<file path="config.mk">
export PLATFORM = sky130hd
export DESIGN_NAME = fgr_top
export DESIGN_NICKNAME = d
export VERILOG_FILES = /design/src/rtl/fgr_pkg.sv /design/src/rtl/fgr_pulse.sv /design/src/rtl/fgr_top.sv
export VERILOG_INCLUDE_DIRS = /design/src /design/src/rtl
export SDC_FILE = /design/constraint.sdc
export NUM_CORES = 1
export LEC_CHECK = 0
export BUFFER_PORTS_ARGS = -buffer_cell sky130_fd_sc_hd__buf_2
export CAP_MARGIN = 20
export CORE_MARGIN = 5
export CORE_UTILIZATION = 45
export CTS_BUF_LIST = sky130_fd_sc_hd__clkbuf_8
export DETAILED_ROUTE_END_ITERATION = 8
export PLACE_DENSITY_LB_ADDON = 0.15
export SYNTH_ARGS = -nofsm -noshare
export SYNTH_HDL_FRONTEND = slang
export SYNTH_SLANG_ARGS = --single-unit
</file>
<file path="constraint.sdc">
create_clock -name mclk -period 2.8 [get_ports mclk]
set_input_delay 0.28 -clock mclk [delete_from_list [all_inputs] [get_ports mclk]]
set_output_delay 0.28 -clock mclk [all_outputs]
set_load 0.05 [all_outputs]
</file>
<file path="src/rtl/fgr_regs.svh">
// Offsets, field positions, reset values and timing for the fast A20 block
`ifndef FGR_REGS_SVH
`define FGR_REGS_SVH

`define FGR_P92_ADDR 16'h0092
`define FGR_KBC_DATA_ADDR 16'h0060
`define FGR_KBC_CMD_ADDR 16'h0064
`define FGR_CFG_INDEX 8'hF0

`define FGR_CFG_P92EN 2
`define FGR_CFG_A20HW 1
`define FGR_CFG_RSTHW 0
`define FGR_CFG_RESET 3'h0

`define FGR_P92_A20 1
`define FGR_P92_RST 0
`define FGR_P92_RESET 8'h24
`define FGR_P92_FIXED 6'h09

`define FGR_CMD_WRITE_PORT 8'hD1
`define FGR_CMD_PULSE_RESET 8'hFE
`define FGR_CMD_NULL 8'hFF

`define FGR_CLK_NS 100
`define FGR_DLY_NS 14000
`define FGR_LOW_NS 6000
`define FGR_DLY_CYC ((`FGR_DLY_NS + `FGR_CLK_NS - 1) / `FGR_CLK_NS)
`define FGR_LOW_CYC ((`FGR_LOW_NS + `FGR_CLK_NS - 1) / `FGR_CLK_NS)

`endif

</file>
<file path="src/rtl/fgr_pkg.sv">
// Types shared by the fast A20 and alternate reset block
package fgr_pkg;

	typedef struct packed {
		logic [15:0] addr;
		logic wr;
		logic rd;
		logic [7:0] wdata;
	} fgr_host_bus_type;

	typedef enum logic [1:0] {PS_IDLE, PS_WAIT, PS_LOW} fgr_pulse_state_type;

	typedef struct packed {
		fgr_pulse_state_type state;
		logic [7:0] cnt;
		logic out_n;
	} fgr_pulse_st_type;

	typedef enum logic {KS_IDLE, KS_WAIT_DATA} fgr_kbc_state_type;

	typedef struct packed {
		logic [2:0] cfg;
		logic port_a20;
		logic port_rst;
		fgr_kbc_state_type ks;
		logic hw_a20;
		logic hw_rst;
		logic [7:0] rdata;
		logic claim;
		logic [7:0] cfg_rdata;
		logic kbc_wr;
		logic kbc_cmd;
		logic [7:0] kbc_wdata;
		logic p92_start;
		logic kb_start;
		logic alternate_a20;
		logic alt_rst_n;
		logic a20_mask_n;
		logic gate_a20;
		logic kb_rst;
	} fgr_top_st_type;

endpackage

</file>
<file path="src/rtl/fgr_pulse.sv">
// Delayed active-low reset pulse generator
`timescale 1ns/1ns
`include "fgr_regs.svh"
module fgr_pulse
	import fgr_pkg::*;
(
	input wire logic mclk,
	input wire logic srst,
	input wire logic start,
	output logic pulse_n_r
);

	fgr_pulse_st_type st_r;
	fgr_pulse_st_type st_nxt;

	always_comb begin
		st_nxt = st_r;
		case (st_r.state)
		PS_IDLE: begin
			if (start) begin
				st_nxt.state = PS_WAIT;
				st_nxt.cnt = 8'h00;
			end
		end
		PS_WAIT: begin
			if (st_r.cnt == 8'(`FGR_DLY_CYC - 1)) begin
				st_nxt.state = PS_LOW;
				st_nxt.cnt = 8'h00;
			end else begin
				st_nxt.cnt = st_r.cnt + 8'h01;
			end
		end
		PS_LOW: begin
			if (st_r.cnt == 8'(`FGR_LOW_CYC - 1)) begin
				st_nxt.state = PS_IDLE;
			end else begin
				st_nxt.cnt = st_r.cnt + 8'h01;
			end
		end
		default: begin
			st_nxt.state = PS_IDLE;
		end
		endcase
		st_nxt.out_n = (st_nxt.state != PS_LOW);
	end

	always_ff @(posedge mclk) begin
		if (srst) begin
			st_r <= '{state: PS_IDLE, cnt: 8'h00, out_n: 1'b1};
		end else begin
			st_r <= st_nxt;
		end
	end

	assign pulse_n_r = st_r.out_n;

	AST_PULSE_DELAY: assert property (@(posedge mclk) disable iff (srst)
		(start && st_r.state == PS_IDLE) |-> ##140 pulse_n_r ##1 !pulse_n_r)
		else $error("Reset pulse delay wrong");
	AST_PULSE_WIDTH: assert property (@(posedge mclk) disable iff (srst)
		$fell(pulse_n_r) |-> ##59 !pulse_n_r ##1 pulse_n_r)
		else $error("Reset pulse width wrong");

endmodule

</file>
<file path="src/rtl/fgr_top.sv">
// Fast A20 port, alternate reset and keyboard reset/A20 merge
// Functional notes
// - Port 92h usable only when enabled
// - Port read shows fixed pattern 0010_01xx
// - Bit 1 write sets alternate A20 level
// - Bit 0 read/write, cleared by reset
// - Reset pulse low 6us after 14us
// - No new pulse until bit 0 cleared
// - Reset leaves alternate reset high
// - A20 mask is OR of sources
// - Reset drives alternate A20 low
// - Firmware mode: FE goes to firmware
// - Speed-up mode: FE pulses in hardware
// - Port pulse ANDed into keyboard reset
// - Config bits: enable, A20, reset select
// - D1 then data latches A20, reset
// - Output polarity follows pin polarity bit
`timescale 1ns/1ns
`include "fgr_regs.svh"
module fgr_top
	import fgr_pkg::*;
(
	input wire logic mclk,
	input wire logic srst,
	input wire fgr_host_bus_type host,
	input wire logic cfg_wr,
	input wire logic cfg_rd,
	input wire logic [7:0] cfg_index,
	input wire logic [7:0] cfg_wdata,
	input wire logic kbc_a20_output,
	input wire logic kbc_reset_n,
	input wire logic cpu_reset_input,
	input wire logic a20_polarity,
	input wire logic keyboard_reset_polarity,
	output logic [7:0] io_rdata_r,
	output logic io_claim_r,
	output logic [7:0] cfg_rdata_r,
	output logic kbc_wr_r,
	output logic kbc_cmd_r,
	output logic [7:0] kbc_wdata_r,
	output logic alternate_a20_r,
	output logic alternate_reset_n_r,
	output logic cpu_a20_mask_n_r,
	output logic combined_gate_a20_r,
	output logic combined_keyboard_reset_r
);

	fgr_top_st_type st_r;
	fgr_top_st_type st_nxt;
	logic alt_pulse_n;
	logic kb_pulse_n;
	logic p92_en;
	logic a20_hw;
	logic rst_hw;
	logic wr92;
	logic rd92;
	logic wr60;
	logic wr64;
	logic merged_a20;
	logic merged_rst_n;

	// Host address match
	function automatic logic io_hit(input fgr_host_bus_type b,
		input logic [15:0] a);
		io_hit = (b.addr == a);
	endfunction

	// Port 92h read image
	function automatic logic [7:0] p92_image(input logic a20,
		input logic rst);
		p92_image = {`FGR_P92_FIXED, a20, rst};
	endfunction

	fgr_pulse u_alt_pulse (
		.mclk(mclk),
		.srst(srst),
		.start(st_r.p92_start),
		.pulse_n_r(alt_pulse_n)
	);

	fgr_pulse u_kb_pulse (
		.mclk(mclk),
		.srst(srst),
		.start(st_r.kb_start),
		.pulse_n_r(kb_pulse_n)
	);

	// Configuration fields
	assign p92_en = st_r.cfg[`FGR_CFG_P92EN];
	assign a20_hw = st_r.cfg[`FGR_CFG_A20HW];
	assign rst_hw = st_r.cfg[`FGR_CFG_RSTHW];

	// Host cycle decode
	assign wr92 = host.wr && io_hit(host, `FGR_P92_ADDR) && p92_en;
	assign rd92 = host.rd && io_hit(host, `FGR_P92_ADDR) && p92_en;
	assign wr60 = host.wr && io_hit(host, `FGR_KBC_DATA_ADDR);
	assign wr64 = host.wr && io_hit(host, `FGR_KBC_CMD_ADDR);

	always_comb begin
		st_nxt = st_r;
		st_nxt.rdata = 8'h00;
		st_nxt.claim = 1'b0;
		st_nxt.cfg_rdata = 8'h00;
		st_nxt.kbc_wr = 1'b0;
		st_nxt.kbc_cmd = 1'b0;
		st_nxt.kbc_wdata = 8'h00;
		st_nxt.p92_start = 1'b0;
		st_nxt.kb_start = 1'b0;

		// Configuration register
		if (cfg_wr && cfg_index == `FGR_CFG_INDEX) begin
			st_nxt.cfg = cfg_wdata[2:0];
		end
		if (cfg_rd && cfg_index == `FGR_CFG_INDEX) begin
			st_nxt.cfg_rdata = {5'h00, st_r.cfg};
		end

		// Port 92h
		if (wr92) begin
			st_nxt.port_a20 = host.wdata[`FGR_P92_A20];
			st_nxt.port_rst = host.wdata[`FGR_P92_RST];
			st_nxt.p92_start = host.wdata[`FGR_P92_RST] &&
				!st_r.port_rst;
		end
		if (rd92) begin
			st_nxt.rdata = p92_image(st_r.port_a20, st_r.port_rst);
			st_nxt.claim = 1'b1;
		end

		// Keyboard command and data writes
		if (wr64) begin
			st_nxt.ks = KS_IDLE;
			if (a20_hw && host.wdata == `FGR_CMD_WRITE_PORT) begin
				st_nxt.ks = KS_WAIT_DATA;
			end else if (a20_hw && host.wdata == `FGR_CMD_NULL &&
				st_r.ks == KS_IDLE) begin
				st_nxt.ks = KS_IDLE;
			end else if (rst_hw &&
				host.wdata == `FGR_CMD_PULSE_RESET) begin
				st_nxt.kb_start = 1'b1;
			end else begin
				st_nxt.kbc_wr = 1'b1;
				st_nxt.kbc_cmd = 1'b1;
				st_nxt.kbc_wdata = host.wdata;
			end
		end else if (wr60) begin
			if (st_r.ks == KS_WAIT_DATA && a20_hw) begin
				st_nxt.hw_a20 = host.wdata[1];
				st_nxt.hw_rst = host.wdata[0];
				st_nxt.ks = KS_IDLE;
			end else begin
				st_nxt.kbc_wr = 1'b1;
				st_nxt.kbc_wdata = host.wdata;
				st_nxt.ks = KS_IDLE;
			end
		end

		// A20 merge
		merged_a20 = (a20_hw ? st_r.hw_a20 : kbc_a20_output) |
			(p92_en & st_r.port_a20) | cpu_reset_input;
		st_nxt.a20_mask_n = merged_a20;
		st_nxt.gate_a20 = merged_a20 ^ a20_polarity;
		st_nxt.alternate_a20 = st_r.port_a20;

		// Keyboard reset merge
		merged_rst_n = (rst_hw ? (kb_pulse_n & st_r.hw_rst) : kbc_reset_n)
			& (p92_en ? alt_pulse_n : 1'b1);
		st_nxt.kb_rst = merged_rst_n ^ keyboard_reset_polarity;
		st_nxt.alt_rst_n = alt_pulse_n;
	end

	always_ff @(posedge mclk) begin
		if (srst) begin
			st_r <= '{
				cfg: `FGR_CFG_RESET,
				port_a20: 1'b0,
				port_rst: 1'b0,
				ks: KS_IDLE,
				hw_a20: 1'b0,
				hw_rst: 1'b1,
				rdata: 8'h00,
				claim: 1'b0,
				cfg_rdata: 8'h00,
				kbc_wr: 1'b0,
				kbc_cmd: 1'b0,
				kbc_wdata: 8'h00,
				p92_start: 1'b0,
				kb_start: 1'b0,
				alternate_a20: 1'b0,
				alt_rst_n: 1'b1,
				a20_mask_n: 1'b0,
				gate_a20: 1'b0,
				kb_rst: 1'b1
			};
		end else begin
			st_r <= st_nxt;
		end
	end

	assign io_rdata_r = st_r.rdata;
	assign io_claim_r = st_r.claim;
	assign cfg_rdata_r = st_r.cfg_rdata;
	assign kbc_wr_r = st_r.kbc_wr;
	assign kbc_cmd_r = st_r.kbc_cmd;
	assign kbc_wdata_r = st_r.kbc_wdata;
	assign alternate_a20_r = st_r.alternate_a20;
	assign alternate_reset_n_r = st_r.alt_rst_n;
	assign cpu_a20_mask_n_r = st_r.a20_mask_n;
	assign combined_gate_a20_r = st_r.gate_a20;
	assign combined_keyboard_reset_r = st_r.kb_rst;

	AST_DISABLED_WRITE: assert property (@(posedge mclk) disable iff (srst)
		(host.wr && io_hit(host, `FGR_P92_ADDR) && !p92_en) |=>
		$stable({st_r.port_a20, st_r.port_rst}))
		else $error("Disabled port changed");
	AST_DISABLED_READ: assert property (@(posedge mclk) disable iff (srst)
		(host.rd && !p92_en) |=> !io_claim_r)
		else $error("Disabled port claimed read");
	AST_READ_IMAGE: assert property (@(posedge mclk) disable iff (srst)
		rd92 |=> io_claim_r && io_rdata_r[7:2] == 6'h09)
		else $error("Port read image wrong");
	AST_A20_WRITE: assert property (@(posedge mclk) disable iff (srst)
		wr92 |-> ##2 alternate_a20_r == $past(host.wdata[1], 2))
		else $error("Alternate A20 not following write");
	AST_RESET_STATE: assert property (@(posedge mclk)
		srst |=> alternate_reset_n_r && !alternate_a20_r &&
		!st_r.port_rst)
		else $error("Reset state wrong");
	AST_ONE_SHOT: assert property (@(posedge mclk) disable iff (srst)
		(wr92 && st_r.port_rst) |=> !st_r.p92_start)
		else $error("Pulse restarted without clear");
	AST_P92_START: assert property (@(posedge mclk) disable iff (srst)
		(wr92 && !st_r.port_rst && host.wdata[0]) |=> st_r.p92_start)
		else $error("Pulse not started");
	AST_A20_OR: assert property (@(posedge mclk) disable iff (srst)
		(p92_en && st_r.port_a20) |=> cpu_a20_mask_n_r)
		else $error("A20 mask not forced high");
	AST_D1_SWALLOW: assert property (@(posedge mclk) disable iff (srst)
		(wr64 && a20_hw && host.wdata == `FGR_CMD_WRITE_PORT) |=>
		!kbc_wr_r && st_r.ks == KS_WAIT_DATA)
		else $error("D1 reached firmware");
	AST_FE_HW: assert property (@(posedge mclk) disable iff (srst)
		(wr64 && rst_hw && !a20_hw &&
		host.wdata == `FGR_CMD_PULSE_RESET) |=> st_r.kb_start && !kbc_wr_r)
		else $error("FE not handled in hardware");
	AST_FE_FW: assert property (@(posedge mclk) disable iff (srst)
		(wr64 && !rst_hw && !a20_hw) |=> kbc_wr_r && kbc_cmd_r)
		else $error("Command not forwarded");
	AST_RST_AND: assert property (@(posedge mclk) disable iff (srst)
		(p92_en && !alt_pulse_n) |=>
		combined_keyboard_reset_r == $past(keyboard_reset_polarity))
		else $error("Port pulse not merged");
	AST_CFG_WRITE: assert property (@(posedge mclk) disable iff (srst)
		(cfg_wr && cfg_index == `FGR_CFG_INDEX) |=>
		st_r.cfg == $past(cfg_wdata[2:0]))
		else $error("Config write not stored");
	AST_CFG_READ: assert property (@(posedge mclk) disable iff (srst)
		(cfg_rd && cfg_index == `FGR_CFG_INDEX) |=>
		cfg_rdata_r == {5'h00, $past(st_r.cfg)})
		else $error("Config read data wrong");
	AST_IDLE_BUS: assert property (@(posedge mclk) disable iff (srst)
		!rd92 |=> !io_claim_r && io_rdata_r == 8'h00)
		else $error("Port read data without claim");
	AST_RST_BIT: assert property (@(posedge mclk) disable iff (srst)
		wr92 |=> st_r.port_rst == $past(host.wdata[`FGR_P92_RST]))
		else $error("Reset bit not stored");
	AST_FW_DATA: assert property (@(posedge mclk) disable iff (srst)
		(wr64 && !a20_hw && !rst_hw) |=>
		kbc_wdata_r == $past(host.wdata))
		else $error("Forwarded command data wrong");
	AST_DATA_FWD: assert property (@(posedge mclk) disable iff (srst)
		(wr60 && !(a20_hw && st_r.ks == KS_WAIT_DATA)) |=>
		kbc_wr_r && !kbc_cmd_r && kbc_wdata_r == $past(host.wdata))
		else $error("Data write not forwarded");
	AST_D1_DATA: assert property (@(posedge mclk) disable iff (srst)
		(wr60 && a20_hw && st_r.ks == KS_WAIT_DATA) |=> !kbc_wr_r &&
		st_r.hw_a20 == $past(host.wdata[1]) &&
		st_r.hw_rst == $past(host.wdata[0]))
		else $error("D1 data not latched");
	AST_FF_SWALLOW: assert property (@(posedge mclk) disable iff (srst)
		(wr64 && a20_hw && host.wdata == `FGR_CMD_NULL &&
		st_r.ks == KS_IDLE) |=> !kbc_wr_r)
		else $error("Null command reached firmware");
	AST_A20_HW: assert property (@(posedge mclk) disable iff (srst)
		(a20_hw && st_r.hw_a20) |=> cpu_a20_mask_n_r)
		else $error("Latched A20 not applied");
	AST_A20_LOW: assert property (@(posedge mclk) disable iff (srst)
		(!(a20_hw ? st_r.hw_a20 : kbc_a20_output) && !cpu_reset_input &&
		!(p92_en && st_r.port_a20)) |=> !cpu_a20_mask_n_r)
		else $error("A20 mask high with no source");
	AST_GATE_POL: assert property (@(posedge mclk) disable iff (srst)
		!$past(srst) |-> combined_gate_a20_r ==
		(cpu_a20_mask_n_r ^ $past(a20_polarity)))
		else $error("Gate A20 polarity wrong");
	AST_KRST_FW: assert property (@(posedge mclk) disable iff (srst)
		(!rst_hw && !p92_en) |=> combined_keyboard_reset_r ==
		($past(kbc_reset_n) ^ $past(keyboard_reset_polarity)))
		else $error("Firmware reset not passed");
	AST_KRST_HW: assert property (@(posedge mclk) disable iff (srst)
		(rst_hw && !kb_pulse_n) |=>
		combined_keyboard_reset_r == $past(keyboard_reset_polarity))
		else $error("Hardware reset pulse not passed");
	AST_ALT_COPY: assert property (@(posedge mclk) disable iff (srst)
		!$past(srst) |-> alternate_reset_n_r == $past(alt_pulse_n))
		else $error("Alternate reset not following pulse");

endmodule
</file>
==> results of run 1 <==
==> synth_stat cells, drive strengths merged, types with 3 or more instances <==
library cell	number
nor4	7
a31oi	4
nand3	6
a22oi	5
nor2b	7
a21oi	14
nor3	10
and2	12
and3	10
ha	10
inv	10
dfxtp	53
nor2	29
clkbuf	5
nand2	13
o21ai	7
nand4bb	3
or2	3
nand2b	4
nand4	4
mux2i	8
nand4b	3
buf	26
==> through the flow <==
stage	utilization	hold slack [ps]
finish	0.536	193
global route	0.536	188
CTS	0.536	184
detailed placement	0.516	434
global placement	0.516	423
floorplan	-	398
==> power groups by stage <==
stage	combinational (µW)	clock, µW	sequential (µW)
6_report	102	504	757
4_1_cts	102	528	757
3_5_place_dp	102	0	775
5_1_grt	110	553	758
3_3_place_gp	102	0	775
2_1_floorplan	55.8	0	786
==> path summary, 6_finish.rpt <==
path / cells past startpoint / slack, ps / to / from
worst max-delay path: 7 / 660 / u_kb_pulse.st_r[7]$_SDFFE_PP0P_ / u_kb_pulse.st_r[9]$_SDFF_PP0_
worst min-delay path: 2 / 190 / kbc_wdata_r[6]$_SDFF_PP0_ / host[6]
worst max register to register: 7 / 660 / u_kb_pulse.st_r[7]$_SDFFE_PP0P_ / u_kb_pulse.st_r[9]$_SDFF_PP0_
worst min register to register: 1 / 450 / alternate_reset_n_r$_SDFF_PP1_ / u_alt_pulse.pulse_n_r$_SDFF_PP1_
==> flip-flops by register name (all words and copies together) (netlist names) <==
name / count
a20_hw: 1
combined_keyboard_reset_r: 1
kbc_wdata_r: 8
kbc_wr_r: 1
u_alt_pulse.pulse_n_r: 1
u_kb_pulse.pulse_n_r: 1
combined_gate_a20_r: 1
st_r: 6
kbc_cmd_r: 1
cpu_a20_mask_n_r: 1
st_nxt: 1
rst_hw: 1
p92_en: 1
u_kb_pulse.st_r: 10
u_alt_pulse.st_r: 10
io_rdata_r: 3
cfg_rdata_r: 3
alternate_a20_r: 1
alternate_reset_n_r: 1
==> routing by layer <==
metal  vias to the layer above  wire length [µm]  GRT usage
li1                       1108                 -          -
met1                       955              2410      0.178
met2                        63              2490      0.243
met3                         2               483     0.0423
met4                         0                26     0.0446
met5                         -                 0          0
==> area by class of cell <==
type                            instances  area share
Timing Repair Buffer                   70       0.119
Clock inverter                          3      0.0142
Clock buffer                            5      0.0230
Multi-Input combinational cell        204       0.446
Sequential cell                        53       0.355
Inverter                               10      0.0126
Tap cell                               72      0.0301
==> cells in the final DEF, fill, tap and decap left out, types with 4 or more instances in the layout <==
cell type	Yosys	routed
nand2b_1	4	4
dfxtp_1	53	53
mux2i_1	8	8
and2_1	12	12
nand3_1	6	6
clkbuf_8	0	5
nor2_1	29	29
a22oi_1	5	5
o21ai_0	6	6
inv_1	10	11
nand2_1	12	12
conb_1	1	9
a21oi_1	14	14
buf_2	0	68
and3_1	9	9
a31oi_1	4	4
nor2b_1	7	7
nor3_1	10	10
nor4_1	6	6
ha_1	10	10
nand4_1	4	4
==> kinds of logic after synthesis <==
| logic type | after synthesis | synth area share |
|---|---|---|
| other cells | 1 | 0.00144 |
| compound gates | 47 | 0.123 |
| xor+xnor | 4 | 0.0134 |
| simple gates | 126 | 0.283 |
| mux | 8 | 0.0307 |
| buf+inv | 41 | 0.0935 |
| flops | 53 | 0.407 |
| fa+ha+maj | 10 | 0.0480 |
==> summary.log, run 1 <==
INFO  power          power_frac_seq=0.556
INFO  critical_path  critPathArrivalTime=2310ps
INFO  critical_path  worstPathMaxFanout=5
INFO  yosys          ys_seq_area_frac=0.407
INFO  placed_design  quantity_of_i_o_buffers_inserted_on_ports=68
INFO  sta            timing_hold_violations_final=0
INFO  global_routing grt_pass1_wl=8810µm
INFO  clock_tree     post_cts_resized=0
INFO  sta            setup_tns=0ps
INFO  floorplan      die_width=86.1µm
INFO  clock_tree     worst_setup_hold_path_clk_slew=90ps
INFO  power          irDropWorstVdd=0.252mV
INFO  placed_design  detailedPlacementHpwl=4160µm
INFO  yosys          synth.area.top_cells=dfxtp_1, buf_4, ha_1, nor2_1, mux2i_1
INFO  global_routing grt_max_degree=36
INFO  sta            setup_viol=0
INFO  yosys          synth_cell_types=56
INFO  sta            slew_limit_fails=0
INFO  placed_design  detailed_place.area=2880µm²
INFO  floorplan      die_height=86.1µm
INFO  placed_design  finalWeightedCongestion=0.809
INFO  critical_path  crit_path_cell_trace=inv_1 > ha_1 > or4b_1 > o221ai_1 > a2111oi_1 > a31oi_1 > a21oi_1
INFO  power          power.static_leakage=0.00130µW
INFO  layout         syn_to_final_growth=14.6%
INFO  floorplan      coreArea=5570µm²
INFO  sta            rsz0062_at_grt=no
INFO  layout         seq_area=1060µm²
INFO  critical_path  timing.setup.critical_path_class=flip-flop to flip-flop
INFO  floorplan      die_outline_area=7420µm²
INFO  critical_path  critPathSlowestCell=or4b_1
INFO  power          comb_power_share=0.075
INFO  drt            detailroute.via_count=2128
INFO  sta            maxClockFrequency=468MHz
INFO  sta            timing.final.crit_share=0.763
INFO  layout         postLayoutCellArea=2990µm²
INFO  yosys          combined_area_of_all_synthesized_cells=2610µm²
INFO  floorplan      initial_core_util=0.468
INFO  sta            clock_skews=5.97ps
INFO  critical_path  crit_buf_inv=1
INFO  yosys          synth_edf_count=0
INFO  global_routing grtUsageTotal=0.145
INFO  global_routing via_count_of_the_first_global_routing_pass=1972
INFO  global_routing antenna_found_initial=0
INFO  critical_path  required_time_of_the_critical_path=2980ps
INFO  global_routing overflow=0
INFO  sta            finalWorstPathRequiredPeriod=2140ps
INFO  layout         antenna_cells=0
INFO  sta            tightestPinTransition=536ps
INFO  layout         nFillCells=544
INFO  power          netSwitchingPower=307µW
INFO  job            max_cap_violations=0
INFO  power          power_per_standard_cell_area=456nW/µm²
INFO  clock_tree     cts.htree.levels=2
INFO  yosys          netlist.area_leader.share=0.407
INFO  clock_tree     hold_buffers=0
INFO  critical_path  critical_path.endpoint_type=flip-flop
INFO  worst_hold_path worstHoldPathType=primary input to flip-flop
INFO  yosys          async_reset_ff_frac=0
INFO  drt            drt_first_pass_iters=4
INFO  drt            first_iter_violations=74
INFO  sta            timing.slew.headroom=0.641
INFO  critical_path  cpLargestDelayFamily=compound AO/OA/AOI/OAI gates
INFO  clock_tree     cts_made_buffers=5
INFO  yosys          post_synth_inst_count=290
INFO  clock_tree     post_cts_buffers=0
INFO  placed_design  placed_cells=409
INFO  clock_tree     tritoncts=built
INFO  layout         post_route_cells_drive_above_1_share=0.252
INFO  sta            postLayoutSetupSlackWorst=663ps
INFO  drt            drt.antenna.violating_nets=0
INFO  placed_design  dp_worst_setup_slack=671ps
INFO  power          p_int=1050µW
INFO  drt            detail_route.wirelength=5410µm
INFO  floorplan      row_count=27
INFO  outcome        status=finished, final reports clean
INFO  critical_path  start_kind=flip-flop
INFO  clock_tree     clk_latency=300ps
INFO  yosys          post-synth-top-area-cell=dfxtp_1
INFO  clock_tree     cts_root_buffer=clkbuf_8
INFO  yosys          register_bit_total_from_synthesis=53
INFO  drt            wl_per_cell=13.0µm
INFO  power          power.share.switching=0.226
INFO  drt            detail_route.drc_violations=0
INFO  clock_tree     clock_net_sink_count=53
INFO  floorplan      boundaryPins=83
INFO  layout         area_occupied_by_multi_input_gates=1330µm²
INFO  critical_path  timing.critical_path.slowest_cell_delay=480ps
INFO  yosys          synth_flop_cell=dfxtp_1
INFO  yosys          ys_warn_count=0
INFO  power          clockPowerShare=0.370
INFO  drt            viasPerCell=5.10
INFO  yosys          postSynthAreaPerCell=9.00µm²
INFO  power          power.total=1360µW
INFO  clock_tree     maximum_clock_insertion_buffer_count=2
INFO  layout         final_cell_count_no_fill=417
INFO  layout         layout.nets=405
(Power assumes the default switching activity.)
==> inputs of run 2 (changes only) <==
==> constraint.sdc (replaced) <==
create_clock -name mclk -period 1.9 [get_ports mclk]
set_input_delay 0.19 -clock mclk [delete_from_list [all_inputs] [get_ports mclk]]
set_output_delay 0.19 -clock mclk [all_outputs]
set_load 0.05 [all_outputs]
==> summary.log, run 2 (synthesis results as in run 1) <==
INFO  outcome        status=finished, final reports clean
INFO  layout         post_route_cells_drive_above_1_share=0.349
INFO  placed_design  finalWeightedCongestion=0.846
INFO  clock_tree     cts.htree.levels=2
INFO  floorplan      boundaryPins=83
INFO  clock_tree     tritoncts=built
INFO  placed_design  quantity_of_i_o_buffers_inserted_on_ports=68
INFO  sta            maxClockFrequency=531MHz
INFO  layout         commonest_non_fill_non_tap_cells_in_the_layout=buf_2, dfxtp_1, nor2_1, buf_4, a21oi_1
INFO  clock_tree     maximum_clock_insertion_buffer_count=2
INFO  power          power.static_leakage=0.00136µW
INFO  critical_path  critical_path.endpoint_type=flip-flop
INFO  drt            detail_route.wirelength=5610µm
INFO  critical_path  worstPathMaxFanout=6
INFO  drt            detail_route.drc_violations=0
INFO  drt            routedLengthMet1=2480µm
INFO  layout         antenna_cells=0
INFO  sta            slew_limit_fails=0
INFO  floorplan      coreArea=5570µm²
INFO  worst_hold_path worstHoldPathType=primary input to flip-flop
INFO  drt            first_iter_violations=52
INFO  sta            clock_skews=7.40ps
INFO  job            max_cap_violations=0
INFO  layout         syn_to_final_growth=22.3%
INFO  drt            detailroute.wirelength.met2=2540µm
INFO  floorplan      die_height=86.1µm
INFO  floorplan      die_width=86.1µm
INFO  global_routing grt_pass1_wl=9070µm
INFO  drt            drt.antenna.violating_nets=0
INFO  critical_path  timing.setup.critical_path_class=flip-flop to flip-flop
INFO  drt            met3_length=511µm
INFO  floorplan      initial_core_util=0.468
INFO  sta            rsz0062_at_grt=yes
INFO  global_routing grt_max_degree=36
INFO  drt            viasPerCell=5.13
INFO  clock_tree     cts_root_buffer=clkbuf_8
INFO  clock_tree     cts_made_buffers=5
INFO  sta            timing.final.crit_share=0.990
INFO  drt            detailroute.via_count=2223
INFO  drt            wl_per_cell=13.0µm
INFO  layout         layout.nets=421
INFO  sta            setup_tns=0ps
INFO  floorplan      die_outline_area=7420µm²
INFO  drt            drt_first_pass_iters=4
INFO  clock_tree     clk_latency=300ps
INFO  sta            finalWorstPathRequiredPeriod=1880ps
INFO  power          power_per_standard_cell_area=597nW/µm²
INFO  critical_path  critPathArrivalTime=2120ps
INFO  placed_design  dp_worst_setup_slack=21.9ps
INFO  placed_design  detailedPlacementHpwl=4280µm
INFO  critical_path  start_kind=flip-flop
INFO  global_routing overflow=0
INFO  critical_path  required_time_of_the_critical_path=2140ps
INFO  sta            timing_hold_violations_final=0
INFO  floorplan      row_count=27
INFO  clock_tree     worst_setup_hold_path_clk_slew=100ps
INFO  power          irDropWorstVdd=0.330mV
INFO  drt            dr.max_layer_used=met4
INFO  global_routing grtUsageTotal=0.150
INFO  global_routing via_count_of_the_first_global_routing_pass=2022
INFO  sta            setup_viol=0
INFO  clock_tree     hold_buffers=0
INFO  clock_tree     clock_net_sink_count=53
INFO  layout         most_common_cell_after_layout_fill_and_taps_aside=buf_2
INFO  global_routing antenna_found_initial=0
INFO  sta            postLayoutSetupSlackWorst=18.3ps
## run 2: critical path, stage by stage, from the launching register on
cell	delay [ps]
dfxtp_2	370
ha_4	140
nand4bb_1	140
or4_4	590
nand2_4	110
or3b_1	340
a21oi_1	120
## run 2: report_power, final
part | leakage (µW) | switching (µW) | internal, µW | total [µW]
registers | 0.000431 | 1.04 | 1110 | 1120
logic | 0.000889 | 100 | 50.0 | 150
clock network | 0.0000445 | 377 | 262 | 639
total | 0.00136 | 478 | 1430 | 1900
## run 2: worst paths after layout
| path | startpoint | endpoint | slack (ps) | cells after the start |
|---|---|---|---|---|
| worst max-delay path | u_kb_pulse.st_r[2]$_SDFFE_PP0P_ | u_kb_pulse.st_r[4]$_SDFFE_PP0P_ | 20 | 6 |
| worst min-delay path | host[6] | kbc_wdata_r[6]$_SDFF_PP0_ | 100 | 2 |
| worst max register to register | u_kb_pulse.st_r[2]$_SDFFE_PP0P_ | u_kb_pulse.st_r[4]$_SDFFE_PP0P_ | 20 | 6 |
| worst min register to register | u_alt_pulse.pulse_n_r$_SDFF_PP1_ | alternate_reset_n_r$_SDFF_PP1_ | 450 | 1 |
## run 2: layout make-up
type	instances	area, µm²
clock buffer	5	68.8
multi-input combinational	204	1430
tap	72	90.1
timing repair buffer	86	475
clock inverter	3	21.3
inverter	10	37.5
fill	525	2380
sequential	53	1070
## run 2: what timing repair did
action / CTS / global route
resized for setup: 0 / 25
buffers inserted: 0 / 1
endpoints found under the setup margin: 0 / 17
## run 2: stage by stage
step                area [µm²]  cells  hold slack (ps)  utilization  power (µW)
floorplan                 2650    298              308            -        1240
global placement          3000    424              407        0.538        1290
detailed placement        3000    424              408        0.538        1290
CTS                       3090    432             94.7        0.554        1940
global route              3190    433              103        0.572        2000
finish                    3190    433              103        0.572        1900
## run 2: metal layers
metal | vias to the layer above | track usage
met4 | 0 | 0.0504
met5 | - | 0
met2 | 77 | 0.246
met3 | 7 | 0.0327
met1 | 1001 | 0.194
li1 | 1138 | -
